**src/cmch_pkg.sv**
```systemverilog
// package for the can mode-control and handshake block
// assumes a 32-bit apb slave with one register per aligned word
package cmch_pkg;
   localparam logic [11:0] CMCH_OFF_CTL0   = 12'h000;
   localparam logic [11:0] CMCH_OFF_CTL1   = 12'h004;
   localparam logic [11:0] CMCH_OFF_BT0    = 12'h008;
   localparam logic [11:0] CMCH_OFF_BT1    = 12'h00c;
   localparam logic [11:0] CMCH_OFF_IDAC   = 12'h010;
   localparam logic [11:0] CMCH_OFF_IDAR   = 12'h020;
   localparam logic [11:0] CMCH_OFF_IDMR   = 12'h040;
   localparam logic [11:0] CMCH_OFF_STAT   = 12'h060;
   localparam int          CMCH_NUM_ID     = 8;

   // primary_mode_control bit positions
   localparam int CMCH_C0_INIT_REQUEST = 0;
   localparam int CMCH_C0_SLEEP_REQUEST  = 1;
   localparam int CMCH_C0_WAKE_ENABLE   = 2;
   localparam int CMCH_C0_WCS    = 5;
   // mode_config_handshake bit positions
   localparam int CMCH_C1_ON     = 7;
   localparam int CMCH_C1_CLK    = 6;
   localparam int CMCH_C1_LOOP   = 5;
   localparam int CMCH_C1_LISTEN = 4;
   localparam int CMCH_C1_BUSOFF_RECOVERY_SELECT   = 3;
   localparam int CMCH_C1_WAKE_FILTER_SELECT   = 2;
   localparam int CMCH_C1_SLEEP_ACK  = 1;
   localparam int CMCH_C1_INIT_ACK = 0;

   localparam logic [7:0] CMCH_C0_RESET = 8'h01;
   localparam logic [7:0] CMCH_C1_RESET = 8'h11;
   localparam logic [7:0] CMCH_C0_KEEP  = 8'h07;
   localparam logic [7:0] CMCH_C1_WMASK = 8'hfc;

   localparam int CMCH_CLK_MHZ       = 25;
   localparam int CMCH_WAKE_PULSE_NS = 2000;
   localparam int CMCH_WAKE_CYC      = (CMCH_WAKE_PULSE_NS * CMCH_CLK_MHZ + 999) / 1000;

   typedef struct packed {
      logic on;
      logic clk_bus;
      logic loopback;
      logic listen;
      logic busoff_user;
   } cmch_mode_t;

   typedef enum logic [1:0] {
      CMCH_RUN   = 2'b00,
      CMCH_INIT  = 2'b01,
      CMCH_SLEEP = 2'b10
   } cmch_state_t;
endpackage

```
**src/cmch_top.sv**
```systemverilog
// mode control, sleep/init handshakes and tx forcing of a can controller
// assumes apb master on pclk; protocol engine status arrives as plain inputs
//
// Operation
// RULE1 - tx pin recessive on stop, or wait with wait clock stop set
// RULE2 - cpu clear of sleep request ignored until sleep entered
// RULE3 - cpu clear of init request ignored until init entered
// RULE4 - tx pin recessive as soon as init is requested
// RULE5 - software should enter sleep before requesting init
// RULE6 - init reset of control 0 keeps wake enable, init and sleep requests
// RULE7 - tx and rx status fields survive init entry
// RULE8 - control 1 readable always, writable in init; enable write-once normally
// RULE9 - control 1 bit 7 enables the controller
// RULE10 - control 1 bit 6 selects oscillator or bus clock
// RULE11 - loopback feeds tx to rx, ignores rx pin, holds tx recessive
// RULE12 - loopback ignores ack slot, own frame counts as received
// RULE13 - listen only: no ack or error frames, error counters frozen
// RULE14 - listen only: no transmission
// RULE15 - control 1 bit 3 picks automatic or user bus-off recovery
// RULE16 - wake filter bit picks any dominant or minimum length pulse
// RULE17 - sleep ack read-only, set on entry, cleared by wake-up
// RULE18 - init ack read-only; init active when request and ack both 1
// RULE19 - timing, acceptance and mask registers writable only in init
// RULE20 - software sets wake enable and wake irq enable for recovery
// RULE21 - sleep serviced only with bus idle and tx buffers empty; in init sleep_ack is set without checking them
// RULE22 - init aborts traffic, drops sync, resets engine registers
// RULE23 - wake enable lets bus traffic restart from sleep
// RULE24 - wait clock stop halts bus interface clock in wait
`timescale 1ns/100ps
module cmch_top
   import cmch_pkg::*;
#(
   parameter int WAKE_CYC = CMCH_WAKE_CYC
) (
   input  wire logic        pclk,
   input  wire logic        presetn,
   input  wire logic        psel,
   input  wire logic        penable,
   input  wire logic        pwrite,
   input  wire logic [11:0] paddr,
   input  wire logic [31:0] pwdata,
   output logic      [31:0] prdata,
   output logic             pready,
   output logic             pslverr,
   input  wire logic        special_mode,
   input  wire logic        cpu_stop,
   input  wire logic        cpu_wait,
   input  wire logic        bus_rx_pin,
   output logic             bus_tx_pin,
   input  wire logic        engine_tx,
   output logic             engine_rx,
   input  wire logic        bus_idle,
   input  wire logic        tx_empty,
   input  wire logic [1:0]  tx_status_field,
   input  wire logic [1:0]  rx_status_field,
   output cmch_mode_t       mode,
   output logic             engine_reset,
   output logic             tx_allowed,
   output logic             ack_err_allowed,
   output logic             err_count_freeze,
   output logic             ack_slot_ignore,
   output logic             bus_clk_gate,
   output logic             wake_event
);
   logic [7:0] ctl0;
   logic       init_ack;
   logic       sleep_ack;
   logic [7:0] ctl1;
   logic       on_written;
   logic [7:0] bt0;
   logic [7:0] bt1;
   logic [7:0] idac;
   logic [7:0] idar [CMCH_NUM_ID];
   logic [7:0] idmr [CMCH_NUM_ID];
   logic [15:0] wake_cnt;
   cmch_state_t state;

   logic wr;
   logic in_init;
   logic in_sleep;
   logic wake_seen;
   logic [7:0] wb;
   logic [2:0] idx;
   logic       hit_idar;
   logic       hit_idmr;

   assign wr       = psel & penable & pwrite;
   assign wb       = pwdata[7:0];
   assign idx      = paddr[4:2];
   assign hit_idar = paddr[11:5] == CMCH_OFF_IDAR[11:5];
   assign hit_idmr = paddr[11:5] == CMCH_OFF_IDMR[11:5];
   assign in_init  = ctl0[CMCH_C0_INIT_REQUEST] & init_ack; // RULE18
   assign in_sleep = ctl0[CMCH_C0_SLEEP_REQUEST] & sleep_ack;
   assign pready   = 1'b1;
   assign pslverr  = 1'b0;

   // primary_mode_control: cpu may only clear requests once acknowledged
   always_ff @(posedge pclk or negedge presetn) begin
      if (!presetn) begin
         ctl0 <= CMCH_C0_RESET;
      end else begin
         if (wr && paddr == CMCH_OFF_CTL0) begin
            ctl0 <= wb;
            if (!wb[CMCH_C0_SLEEP_REQUEST] && ctl0[CMCH_C0_SLEEP_REQUEST] && !sleep_ack) begin
               ctl0[CMCH_C0_SLEEP_REQUEST] <= 1'b1; // RULE2
            end
            if (!wb[CMCH_C0_INIT_REQUEST] && ctl0[CMCH_C0_INIT_REQUEST] && !init_ack) begin
               ctl0[CMCH_C0_INIT_REQUEST] <= 1'b1; // RULE3
            end
            if (ctl0[CMCH_C0_INIT_REQUEST]) begin
               // other bits held at reset while init requested
               ctl0 <= (CMCH_C0_RESET & ~CMCH_C0_KEEP) | (ctl0 & CMCH_C0_KEEP); // RULE6
               ctl0[CMCH_C0_INIT_REQUEST] <= wb[CMCH_C0_INIT_REQUEST] | ~init_ack; // RULE3
               ctl0[CMCH_C0_SLEEP_REQUEST]  <= wb[CMCH_C0_SLEEP_REQUEST] | (ctl0[CMCH_C0_SLEEP_REQUEST] & ~sleep_ack); // RULE2
               ctl0[CMCH_C0_WAKE_ENABLE]   <= wb[CMCH_C0_WAKE_ENABLE];
            end
         end else if (ctl0[CMCH_C0_INIT_REQUEST]) begin
            ctl0 <= (CMCH_C0_RESET & ~CMCH_C0_KEEP) | (ctl0 & CMCH_C0_KEEP); // RULE6 RULE22
         end
         if (in_sleep && wake_seen && ctl0[CMCH_C0_WAKE_ENABLE]) begin
            ctl0[CMCH_C0_SLEEP_REQUEST] <= 1'b0; // RULE23
         end
      end
   end

   // handshake state: init takes priority, sleep from run waits for idle bus
   always_ff @(posedge pclk or negedge presetn) begin
      if (!presetn) begin
         state     <= CMCH_INIT;
         init_ack  <= 1'b1;
         sleep_ack <= 1'b0;
      end else begin
         unique case (state)
            CMCH_RUN: begin
               if (ctl0[CMCH_C0_INIT_REQUEST]) begin
                  state    <= CMCH_INIT; // RULE22
                  init_ack <= 1'b1;
               end else if (ctl0[CMCH_C0_SLEEP_REQUEST] && bus_idle && tx_empty) begin
                  state     <= CMCH_SLEEP; // RULE21
                  sleep_ack <= 1'b1; // RULE17
               end
            end
            CMCH_SLEEP: begin
               if (ctl0[CMCH_C0_INIT_REQUEST]) begin
                  state    <= CMCH_INIT;
                  init_ack <= 1'b1;
               end else if (!ctl0[CMCH_C0_SLEEP_REQUEST] || (ctl0[CMCH_C0_WAKE_ENABLE] && wake_seen)) begin
                  state     <= CMCH_RUN;
                  sleep_ack <= 1'b0; // RULE17 RULE23
               end
            end
            CMCH_INIT: begin
               if (!ctl0[CMCH_C0_INIT_REQUEST]) begin
                  state    <= ctl0[CMCH_C0_SLEEP_REQUEST] && sleep_ack ? CMCH_SLEEP : CMCH_RUN;
                  init_ack <= 1'b0;
               end else if (ctl0[CMCH_C0_SLEEP_REQUEST] && !sleep_ack) begin
                  sleep_ack <= 1'b1;
               end else if (!ctl0[CMCH_C0_SLEEP_REQUEST]) begin
                  sleep_ack <= 1'b0;
               end
            end
            default: begin
               state <= CMCH_INIT;
            end
         endcase
      end
   end

   // wake filter: dominant is 0; filtered mode needs a full pulse length
   always_ff @(posedge pclk or negedge presetn) begin
      if (!presetn) begin
         wake_cnt <= 16'h0000;
      end else if (in_sleep && !bus_rx_pin && wake_cnt < 16'(WAKE_CYC)) begin
         wake_cnt <= wake_cnt + 16'h0001;
      end else if (!in_sleep || bus_rx_pin) begin
         wake_cnt <= 16'h0000;
      end
   end
   assign wake_seen  = ctl1[CMCH_C1_WAKE_FILTER_SELECT] ? (wake_cnt >= 16'(WAKE_CYC)) // RULE16
                                          : (in_sleep && !bus_rx_pin);
   assign wake_event = in_sleep & ctl0[CMCH_C0_WAKE_ENABLE] & wake_seen;

   // mode_config_handshake: writable in init only, enable write-once normally
   always_ff @(posedge pclk or negedge presetn) begin
      if (!presetn) begin
         ctl1       <= CMCH_C1_RESET;
         on_written <= 1'b0;
      end else begin
         if (wr && paddr == CMCH_OFF_CTL1 && in_init) begin // RULE8 RULE19
            ctl1[CMCH_C1_CLK:CMCH_C1_WAKE_FILTER_SELECT] <= wb[CMCH_C1_CLK:CMCH_C1_WAKE_FILTER_SELECT];
            if (special_mode || !on_written) begin
               ctl1[CMCH_C1_ON] <= wb[CMCH_C1_ON]; // RULE8
               on_written       <= 1'b1;
            end
         end
      end
   end

   // timing and acceptance registers
   always_ff @(posedge pclk or negedge presetn) begin
      if (!presetn) begin
         bt0  <= 8'h00;
         bt1  <= 8'h00;
         idac <= 8'h00;
         for (int i = 0; i < CMCH_NUM_ID; i++) begin
            idar[i] <= 8'h00;
            idmr[i] <= 8'h00;
         end
      end else if (wr && in_init) begin // RULE19
         if (paddr == CMCH_OFF_BT0) bt0 <= wb;
         if (paddr == CMCH_OFF_BT1) bt1 <= wb;
         if (paddr == CMCH_OFF_IDAC) idac <= wb;
         if (hit_idar) idar[idx] <= wb;
         if (hit_idmr) idmr[idx] <= wb;
      end
   end

   // read mux; ack bits are state, not stored copies
   always_ff @(posedge pclk or negedge presetn) begin
      if (!presetn) begin
         prdata <= 32'h0000_0000;
      end else if (psel && !penable && !pwrite) begin
         prdata <= 32'h0000_0000;
         if (paddr == CMCH_OFF_CTL0) prdata[7:0] <= ctl0;
         if (paddr == CMCH_OFF_CTL1) prdata[7:0] <= {ctl1[7:2], sleep_ack, init_ack}; // RULE17 RULE18
         if (paddr == CMCH_OFF_BT0) prdata[7:0] <= bt0;
         if (paddr == CMCH_OFF_BT1) prdata[7:0] <= bt1;
         if (paddr == CMCH_OFF_IDAC) prdata[7:0] <= idac;
         if (hit_idar) prdata[7:0] <= idar[idx];
         if (hit_idmr) prdata[7:0] <= idmr[idx];
         if (paddr == CMCH_OFF_STAT) prdata[3:0] <= {tx_status_field, rx_status_field}; // RULE7
      end
   end

   assign mode.on          = ctl1[CMCH_C1_ON]; // RULE9
   assign mode.clk_bus     = ctl1[CMCH_C1_CLK]; // RULE10
   assign mode.loopback    = ctl1[CMCH_C1_LOOP];
   assign mode.listen      = ctl1[CMCH_C1_LISTEN];
   assign mode.busoff_user = ctl1[CMCH_C1_BUSOFF_RECOVERY_SELECT]; // RULE15
   assign engine_reset     = ctl0[CMCH_C0_INIT_REQUEST]; // RULE22
   assign engine_rx        = ctl1[CMCH_C1_LOOP] ? engine_tx : bus_rx_pin; // RULE11 RULE12
   assign ack_slot_ignore  = ctl1[CMCH_C1_LOOP]; // RULE12
   assign tx_allowed       = ~ctl1[CMCH_C1_LISTEN] & ~engine_reset; // RULE14
   assign ack_err_allowed  = ~ctl1[CMCH_C1_LISTEN]; // RULE13
   assign err_count_freeze = ctl1[CMCH_C1_LISTEN]; // RULE13
   assign bus_clk_gate     = ~(cpu_wait & ctl0[CMCH_C0_WCS]); // RULE24

   always_comb begin
      bus_tx_pin = engine_tx;
      if (cpu_stop || (cpu_wait && ctl0[CMCH_C0_WCS])) bus_tx_pin = 1'b1; // RULE1
      if (ctl0[CMCH_C0_INIT_REQUEST]) bus_tx_pin = 1'b1; // RULE4
      if (ctl1[CMCH_C1_LOOP] || ctl1[CMCH_C1_LISTEN] || !ctl1[CMCH_C1_ON]) bus_tx_pin = 1'b1; // RULE11 RULE14
   end

   property p_tx_init;
      @(posedge pclk) disable iff (!presetn) ctl0[CMCH_C0_INIT_REQUEST] |-> bus_tx_pin;
   endproperty
   a_tx_init: assert property (p_tx_init) else $error("tx not recessive in init"); // RULE4

   property p_tx_stop;
      @(posedge pclk) disable iff (!presetn) cpu_stop |-> bus_tx_pin;
   endproperty
   a_tx_stop: assert property (p_tx_stop) else $error("tx not recessive in stop"); // RULE1

   property p_slp_hold;
      @(posedge pclk) disable iff (!presetn)
         (ctl0[CMCH_C0_SLEEP_REQUEST] && !sleep_ack && !wake_event) |=> ctl0[CMCH_C0_SLEEP_REQUEST];
   endproperty
   a_slp_hold: assert property (p_slp_hold) else $error("sleep request dropped early"); // RULE2

   property p_init_hold;
      @(posedge pclk) disable iff (!presetn) (ctl0[CMCH_C0_INIT_REQUEST] && !init_ack) |=> ctl0[CMCH_C0_INIT_REQUEST];
   endproperty
   a_init_hold: assert property (p_init_hold) else $error("init request dropped early"); // RULE3

   property p_ctl1_lock;
      @(posedge pclk) disable iff (!presetn) !in_init |=> $stable(ctl1);
   endproperty
   a_ctl1_lock: assert property (p_ctl1_lock) else $error("control 1 changed outside init"); // RULE8

   property p_bt_lock;
      @(posedge pclk) disable iff (!presetn) !in_init |=> ($stable(bt0) && $stable(bt1) && $stable(idac));
   endproperty
   a_bt_lock: assert property (p_bt_lock) else $error("timing register changed outside init"); // RULE19

   property p_sleep_idle;
      @(posedge pclk) disable iff (!presetn)
         ($past(state) == CMCH_RUN && $rose(sleep_ack)) |-> $past(bus_idle && tx_empty);
   endproperty
   a_sleep_idle: assert property (p_sleep_idle) else $error("sleep entered with busy bus"); // RULE21

   property p_loop_rx;
      @(posedge pclk) disable iff (!presetn) ctl1[CMCH_C1_LOOP] |-> (engine_rx == engine_tx && bus_tx_pin);
   endproperty
   a_loop_rx: assert property (p_loop_rx) else $error("loopback path wrong"); // RULE11

   property p_listen;
      @(posedge pclk) disable iff (!presetn) ctl1[CMCH_C1_LISTEN] |-> (!tx_allowed && bus_tx_pin && err_count_freeze);
   endproperty
   a_listen: assert property (p_listen) else $error("listen only transmitted"); // RULE14
endmodule
```
**config.mk**
```make
export PLATFORM = sky130hd
export DESIGN_NAME = cmch_top
export DESIGN_NICKNAME = d
export VERILOG_FILES = /design/src/cmch_pkg.sv /design/src/cmch_top.sv
export SDC_FILE = /design/constraint.sdc
export NUM_CORES = 1
export LEC_CHECK = 0
export BUFFER_PORTS_ARGS = -buffer_cell sky130_fd_sc_hd__buf_2
export CAP_MARGIN = 20
export CORE_MARGIN = 5
export CORE_UTILIZATION = 28
export CTS_CLUSTER_DIAMETER = 50
export DETAILED_ROUTE_END_ITERATION = 7
export GPL_TIMING_DRIVEN = 0
export PLACE_DENSITY_LB_ADDON = 0.2
export SKIP_CTS_REPAIR_TIMING = 1
export SLEW_MARGIN = 20
export SYNTH_ARGS = -nofsm -noshare
export SYNTH_HDL_FRONTEND = slang
export SYNTH_SLANG_ARGS = --single-unit
```
**constraint.sdc**
```tcl
create_clock -name pclk -period 3.49 [get_ports pclk]
set_input_delay 0.698 -clock pclk [delete_from_list [all_inputs] [get_ports pclk]]
set_output_delay 0.698 -clock pclk [all_outputs]
set_load 0.05 [all_outputs]
```
==> qor.txt, run 1 <==
Period utilization: 88.6%
Clk root buf: clkbuf_16
Fill cells: 3383
Setup violators final: 0
Largest net degree at the start of global routing: 90
Initial drt markers: 343
Tightest Pin Transition: 1010 ps
Vias in the first global route: 6054
Startpoint types: input port
Global route total overflow: 0
Max cap viols: 0
TritonCTS buffer count: 17
Vias post-DR: 5781
First-pass GRT wire length: 39.5 mm
Most instantiated cells after synthesis: dfrtp_1, mux2_2, mux4_2
Synth Area in Simple Gates: 8.63%
Sequential Area: 0.00488 mm2
CTS clk-pin slew, worst paths: 70 ps
Residual DRC: 0
Placed wire-length estimate: 18.3 mm
Clk_lat worst skew: 440 ps
Post-synthesis mux area share: 30.2%
Hold Fails Final Rpt: 0
Initial Util: 28.2%
Max VDD drop: 355 uV
CP endpoint kind: flop
Worst r2r src: ctl0[0]
Gp weighted congestion: 0.809
EDFF count, synth: 0
Die Height: 193 um
Syn avg cell area: 13.7 um2
Fraction of the mapped netlist area in adder cells: 0.266%
Wire per inst: 20.6 um
Core Footprint: 0.0334 mm2
Routed Antenna Nets: 0
Area occupied by multi-input gates: 0.00417 mm2
Power Total: 4670 uW
Synth top area cells: dfrtp_1, mux2_2, mux4_2
I/O pins: 108
Largest family of logic cells by synthesized area: multiplexers
YS warnings: 0
Hold/Removal Path Class: in -> async
Most common cell in the synthesized netlist: dfrtp_1
Post-synthesis xor/xnor area fraction: 0.373%
Synth Instances: 684
Drt pass-1 iters: 4
Total Wirelength: 25.7 mm
Clk buf depth: 2
Leakage: 0.00518 uW
Vias/cell: 4.65
Power Density: 425 mW/mm2
Post-synth top area cell: dfrtp_1
Total GRT Usage: 14.0%
RSZ-0062 raised after global routing: false
CTS Sinks: 195
Antenna violations before repair: 0
Final Net Count: 845
Worst-path fanout max: 10
Max_slew headroom: 32.2%
Row Count: 67
Sequential area share after synthesis: 52.0%
TritonCTS clock tree: built
Main flop type after synthesis: dfrtp_1
Layout cells sized above 1: 44.6%
ANT cells: 0
Post-synth top area share: 50.9%
Worst hold slack: 144 ps
Slew Viols, Final: 0
Area grow syn2layout: 16.9%
Max Clock Skew: 14.4 ps
Yosys reg bits: 195
Compound-Gate Fraction of Synth Area: 3.83%
Mapped Area: 0.00940 mm2
Yosys cell types: 59
Critical path origin: paddr[3]
Maximum clock rate: 324 MHz
Number of port buffers: 54
Final cell utilization of the core: 32.9%
Crit path required time: 3780 ps
Worst EP arrival: 3380 ps
Status: finished, final reports clean
Final min period: 3090 ps
Die X: 193 um
Share of flip-flops with an asynchronous set or reset: 100%
WS Path Type: in -> reg
H-tree levels: 4
Die area: 0.0373 mm2
-- flip-flops by register name (all words and copies together) (netlist names) --
register and cells:
ctl1 1, sleep_ack 1, prdata 8, ack_slot_ignore 1, ctl0 8, mode 3
on_written 1, state 2, bt1 8, bt0 8, init_ack 1, idac 8
wake_cnt 16, idmr 64, idar 64, err_count_freeze 1
-- critical path, stage by stage --
cell and delay (ps):
buf_2 90, buf_2 310, buf_1 640, buf_2 470, mux2i_1 250, nor2_1 50, a2111oi_0 690, o21ai_0 160
-- path summary, 6_finish.rpt --
path,endpoint,slack [ps],depth (start not counted)
min,idmr[44],140,1
max in group asynchronous,init_ack,2190,3
min reg2reg,on_written,470,1
max,prdata[2],400,8
min in group pclk,on_written,470,1
max reg2reg,idar[61],870,6
-- layout make-up --
cell class,count,area share (%)
multi-input cells,434,37.9
inverters,7,0.239
well taps,448,5.10
plain buffers,72,3.71
repair buffers,56,3.05
clock buffers,19,3.94
flip-flops and latches,195,44.5
clock inverters,13,1.56
-- logic make-up after synthesis --
kind of cell             count (synthesis)
multiplexers                           214
flip-flops                             195
AND/OR/NAND/NOR                        136
buffers and inverters                   79
AO/OA/AOI/OAI                           52
XOR/XNOR                                 4
adder cells (fa/ha/maj)                  2
other                                    2
-- cell usage in the layout, fill, tap and decap left out, types with 3 or more instances in the layout --
master and instances:
dfrtp_1 191, mux2_2 157, buf_2 64, mux4_2 40, buf_4 33, nand2_1 32, nor2_1 27, clkbuf_1 26
conb_1 26, clkbuf_16 17, mux2i_1 16, o21ai_0 11, and2_1 11, nand3_1 8, nand2b_1 8, a21oi_1 8
nor2_4 8, inv_1 6, or4_1 5, a22o_1 5, buf_1 4, nor3_1 4, nor4_1 4, nor2b_1 4
and3_1 4, nor4_2 4, or2_2 4, o21ai_1 4, o22ai_1 4, inv_6 4, clkinvlp_4 4, dfstp_2 4
nor3_4 3, xor2_1 3, bufinv_16 3
-- report_power, final --
part | switching, uW | internal, uW | total (uW)
combinational | 248 | 85.8 | 334
sequential | 3.95 | 2260 | 2270
clock | 932 | 1140 | 2070
total | 1180 | 3490 | 4670
-- metrics by stage --
step | worst slack (ps) | cells | area, um2 | TNS (ps)
after floorplan | 609 | 708 | 9490 | 0
after global placement | -1860 | 1210 | 10300 | -352370
after detailed placement | -188 | 1212 | 10400 | -188
after CTS | 275 | 1244 | 11000 | 0
after global routing | 236 | 1244 | 11000 | 0
final | 399 | 1244 | 11000 | 0
-- metal layers --
metal	part of all wire (%)	wire, um	vias to the layer above	global-route usage (%)
met5	0	0	-	0
met4	0.80	206	0	2.99
met3	5.4	1400	12	3.24
met2	47	12000	128	22.1
met1	47	12100	3002	19.8
li1	-	-	2639	-
Note: power is estimated with default switching activity, not from simulation.
==> inputs of run 2 (changes only) <==
--- a/config.mk
+++ b/config.mk
@@ -6,9 +6,10 @@
 export NUM_CORES = 1
 export LEC_CHECK = 0
 export BUFFER_PORTS_ARGS = -buffer_cell sky130_fd_sc_hd__buf_2
-export CAP_MARGIN = 20
+export CAP_MARGIN = 10
 export CORE_MARGIN = 5
 export CORE_UTILIZATION = 28
+export CTS_BUF_LIST = sky130_fd_sc_hd__clkbuf_8 sky130_fd_sc_hd__clkbuf_16
 export CTS_CLUSTER_DIAMETER = 50
 export DETAILED_ROUTE_END_ITERATION = 7
 export GPL_TIMING_DRIVEN = 0
@@ -18,3 +19,4 @@
 export SYNTH_ARGS = -nofsm -noshare
 export SYNTH_HDL_FRONTEND = slang
 export SYNTH_SLANG_ARGS = --single-unit
+export TNS_END_PERCENT = 100
==> run 2 against run 1 <==
Compared with the run above:
- clock-buffer cell count down 2
- worst hold slack hardly changed
- total power decreased by 0.15%
- die area is the same
- final cell count did not move
- final area is the same
- critical path depth unchanged
- largest cell class unchanged
- highest routed layer unchanged
==> qor.txt, run 2 (synthesis gave the netlist of run 1 again) <==
Status: finished, final reports clean
Clk_lat worst skew: 440 ps
Period utilization: 88.3%
Max VDD drop: 355 uV
Tightest Pin Transition: 1010 ps
Placed cell count: 1212
Maximum clock rate: 325 MHz
Residual DRC: 0
Cell mode on critical path: buf_2
Setup WS pre-CTS: -188 ps
Vias in the first global route: 6054
TritonCTS buffer count: 17
Fill cells: 3383
Die X: 193 um
Crit path required time: 3780 ps
Die area: 0.0373 mm2
Commonest cells after routing, fill and taps aside: dfrtp_1, mux2_2, buf_2
Setup violators final: 0
Core Footprint: 0.0334 mm2
CTS Sinks: 195
Startpoint types: input port
Final cell count without fillers: 1244
Worst-path fanout max: 10
Slew Viols, Final: 0
Max cap viols: 0
TritonCTS clock tree: built
Placed wire-length estimate: 18.3 mm
Final Net Count: 845
H-tree levels: 4
Worst path bufs/invs: 4
Clk buf depth: 2
ANT cells: 0
Row Count: 67
Total Wirelength: 25.7 mm
Final WS setup: 410 ps
Gp weighted congestion: 0.809
WS Path Type: in -> reg
CP endpoint kind: flop
Die Height: 193 um
Hold/Removal Path Class: in -> async
Power Density: 425 mW/mm2
Area occupied by multi-input gates: 0.00417 mm2
Area grow syn2layout: 16.9%
Most common cell after layout, fill and taps aside: dfrtp_1
Leakage: 0.00519 uW
Initial Util: 28.2%
Final min period: 3080 ps
I/O pins: 108
Top delay family on crit path: buffers and inverters
Power Total: 4670 uW
Global route total overflow: 0
Worst EP arrival: 3370 ps
RSZ-0062 raised after global routing: false
CP cell instances: buf_2, buf_2, buf_1, buf_2, mux2i_1, nor2_1, a2111oi_0, o21ai_0
Hold Fails Final Rpt: 0
Wire per inst: 20.6 um
Vias post-DR: 5787
Total GRT Usage: 14.0%
Max Clock Skew: 14.5 ps
Vias/cell: 4.65
Max incr delay on CP: 700 ps
Worst hold slack: 144 ps
Routed Antenna Nets: 0
Slowest CP cell: a2111oi_0
Number of port buffers: 54
Clk root buf: clkbuf_16
Antenna violations before repair: 0
Drt pass-1 iters: 4
First-pass GRT wire length: 39.5 mm
Layout cells sized above 1: 44.6%
Initial drt markers: 343
CTS clk-pin slew, worst paths: 70 ps
Sequential Area: 0.00488 mm2
Biggest regs: idar (64), idmr (64), wake_cnt (16)
Max_slew headroom: 32.4%
Largest net degree at the start of global routing: 90
==> run 2: through the flow <==
step	instance area (um2)	utilization [%]	TNS [ps]
after floorplan	9490	-	0
after global placement	10300	30.9	-352370
after detailed placement	10400	31.1	-188
after CTS	11000	32.9	0
after global routing	11000	32.9	0
final	11000	32.9	0
==> run 2: area by class of cell <==
type / count / share of cell area (%)
flip-flops and latches: 195 / 44.5
multi-input cells: 434 / 37.9
well taps: 448 / 5.10
clock buffers: 17 / 3.87
plain buffers: 72 / 3.71
repair buffers: 56 / 3.05
clock inverters: 15 / 1.63
inverters: 7 / 0.239
==> run 2: final timing paths <==
path / start / endpoint / slack, ps / cells past startpoint
setup / recovery: paddr[3] / prdata[2] / 410 / 8
hold / removal: presetn / idmr[44] / 140 / 1
setup reg to reg: ctl0[0] / idar[57] / 870 / 6
hold reg to reg: on_written / on_written / 470 / 1
max in group asynchronous: presetn / init_ack / 2190 / 3
min in group pclk: on_written / on_written / 470 / 1
==> run 2: where the power goes <==
part / switching (uW) / leakage, uW / total, uW / internal (uW)
clock: 931 / 0.000291 / 2070 / 1140
combinational: 248 / 0.00220 / 334 / 85.7
sequential: 3.98 / 0.00270 / 2270 / 2260
total: 1180 / 0.00519 / 4670 / 3480
==> run 2: worst reg2reg max path: cells and delay by family, from the launching register on <==
family | cells | cell delay (ps)
DFF | 1 | 520
buffers and inverters | 2 | 400
and+or+nand+nor | 3 | 1190
muxes | 1 | 400
==> run 2: layer usage <==
layer,share of wire (%),vias to the layer above,track usage (%)
met4,0.80,0,2.99
met2,47,132,22.1
met1,47,3004,19.8
met5,0,-,0
li1,-,2639,-
met3,5.5,12,3.24
==> inputs of run 3 (changes only) <==
--- a/config.mk
+++ b/config.mk
@@ -7,7 +7,6 @@
 export LEC_CHECK = 0
 export BUFFER_PORTS_ARGS = -buffer_cell sky130_fd_sc_hd__buf_2
 export CAP_MARGIN = 10
-export CORE_MARGIN = 5
 export CORE_UTILIZATION = 28
 export CTS_BUF_LIST = sky130_fd_sc_hd__clkbuf_8 sky130_fd_sc_hd__clkbuf_16
 export CTS_CLUSTER_DIAMETER = 50
==> run 3 against run 2 <==
Compared with the run above:
- combinational power barely moved
- critical path type unchanged
- largest cell class unchanged
- clock-buffer cell count rose by 1
- die area fell by 8.1%
==> qor.txt, run 3 (synthesis gave the netlist of run 1 again) <==
Status: finished, final reports clean
Total Wirelength: 25.3 mm
Row Count: 66
TritonCTS buffer count: 17
Startpoint types: input port
I/O pins: 108
Antenna violations before repair: 0
Die Height: 185 um
Die area: 0.0343 mm2
Max VDD drop: 283 uV
Maximum clock rate: 326 MHz
Residual DRC: 0
Worst EP arrival: 3370 ps
Worst hold slack: 143 ps
Most common cell after layout, fill and taps aside: dfrtp_1
Hold/Removal Path Class: in -> async
Max_slew headroom: 29.0%
Post-DP Area: 0.0104 mm2
CTS clk-pin slew, worst paths: 80 ps
Area grow syn2layout: 16.6%
Initial drt markers: 412
WS Path Type: in -> reg
Vias post-DR: 5862
ANT cells: 0
Routed Antenna Nets: 0
CTS Sinks: 195
H-tree levels: 4
Final Net Count: 845
Total GRT Usage: 15.8%
Hold Fails Final Rpt: 0
Slew Viols, Final: 0
First-pass GRT wire length: 38.9 mm
Die X: 185 um
Biggest regs: idar (64), idmr (64), wake_cnt (16)
Final instance area: 0.0110 mm2
Tightest Pin Transition: 1060 ps
Fill cells: 3225
Clk_lat worst skew: 440 ps
Power Density: 415 mW/mm2
Number of port buffers: 54
Core Footprint: 0.0328 mm2
Clk root buf: clkbuf_16
Clk buf depth: 2
TritonCTS clock tree: built
Max cap viols: 0
Global route total overflow: 0
Gp weighted congestion: 0.814
Leakage: 0.00518 uW
Layout cells sized above 1: 44.8%
Commonest cells after routing, fill and taps aside: dfrtp_1, mux2_2, buf_2
Wire per inst: 20.4 um
Placed wire-length estimate: 18.1 mm
Max Clock Skew: 9.08 ps
RSZ-0062 raised after global routing: false
Vias in the first global route: 5984
Vias/cell: 4.74
Largest net degree at the start of global routing: 84
Setup violators final: 0
Initial Util: 28.7%
Period utilization: 88.0%
Worst-path fanout max: 10
CP endpoint kind: flop
Final cell utilization of the core: 33.4%
Final min period: 3070 ps
Drt pass-1 iters: 4
Crit path required time: 3790 ps
run 3: cell type report:
cell class                      instances  area (um2)  share of cell area, %
Inverter                                7        26.3                  0.240
Multi-Input combinational cell        434        4170                   38.0
Buffer                                 72         408                   3.72
Sequential cell                       195        4880                   44.6
Tap cell                              442         553                   5.05
Clock buffer                           18         439                   4.01
Timing Repair Buffer                   56         335                   3.06
Clock inverter                         14         144                   1.31
run 3: where the power goes:
part           total [uW]  switching (uW)  internal, uW
combinational         333             247          85.8
sequential           2260            3.41          2260
clock                1950             982           973
run 3: routing by layer:
layer  GRT usage [%]  part of all wire (%)  wire [um]  vias to the layer above
met4            6.21                   3.0        750                        0
met5               0                     0          0                        -
li1                -                     -          -                     2641
met2            25.6                    48      12100                      133
met3            2.77                   3.9        991                       36
met1            20.9                    45      11500                     3052
run 3: worst paths after layout:
kind | slack (ps) | cells after the start | startpoint | endpoint
min in group pclk | 480 | 1 | on_written | on_written
max reg2reg | 900 | 6 | ctl0[0] | idar[59]
min | 140 | 1 | presetn | idmr[23]
max | 420 | 8 | paddr[3] | prdata[2]
max in group asynchronous | 2580 | 2 | presetn | idar[3]
min reg2reg | 480 | 1 | on_written | on_written
run 3: worst max-delay path, cell delays in order:
cell and delay, ps:
buf_2 90, buf_2 300, buf_1 700, buf_2 470, mux2i_1 270, nor2_1 50, a2111oi_0 620, o21ai_0 160
run 3: per-stage QoR:
stage / setup slack (ps) / total power (uW) / std cells / TNS, ps
floorplan: 609 / 2500 / 708 / 0
global placement: -1860 / 2640 / 1204 / -354950
detailed placement: 5.76 / 2650 / 1206 / 0
CTS: 393 / 4610 / 1238 / 0
global route: 189 / 4730 / 1238 / 0
finish: 419 / 4550 / 1238 / 0
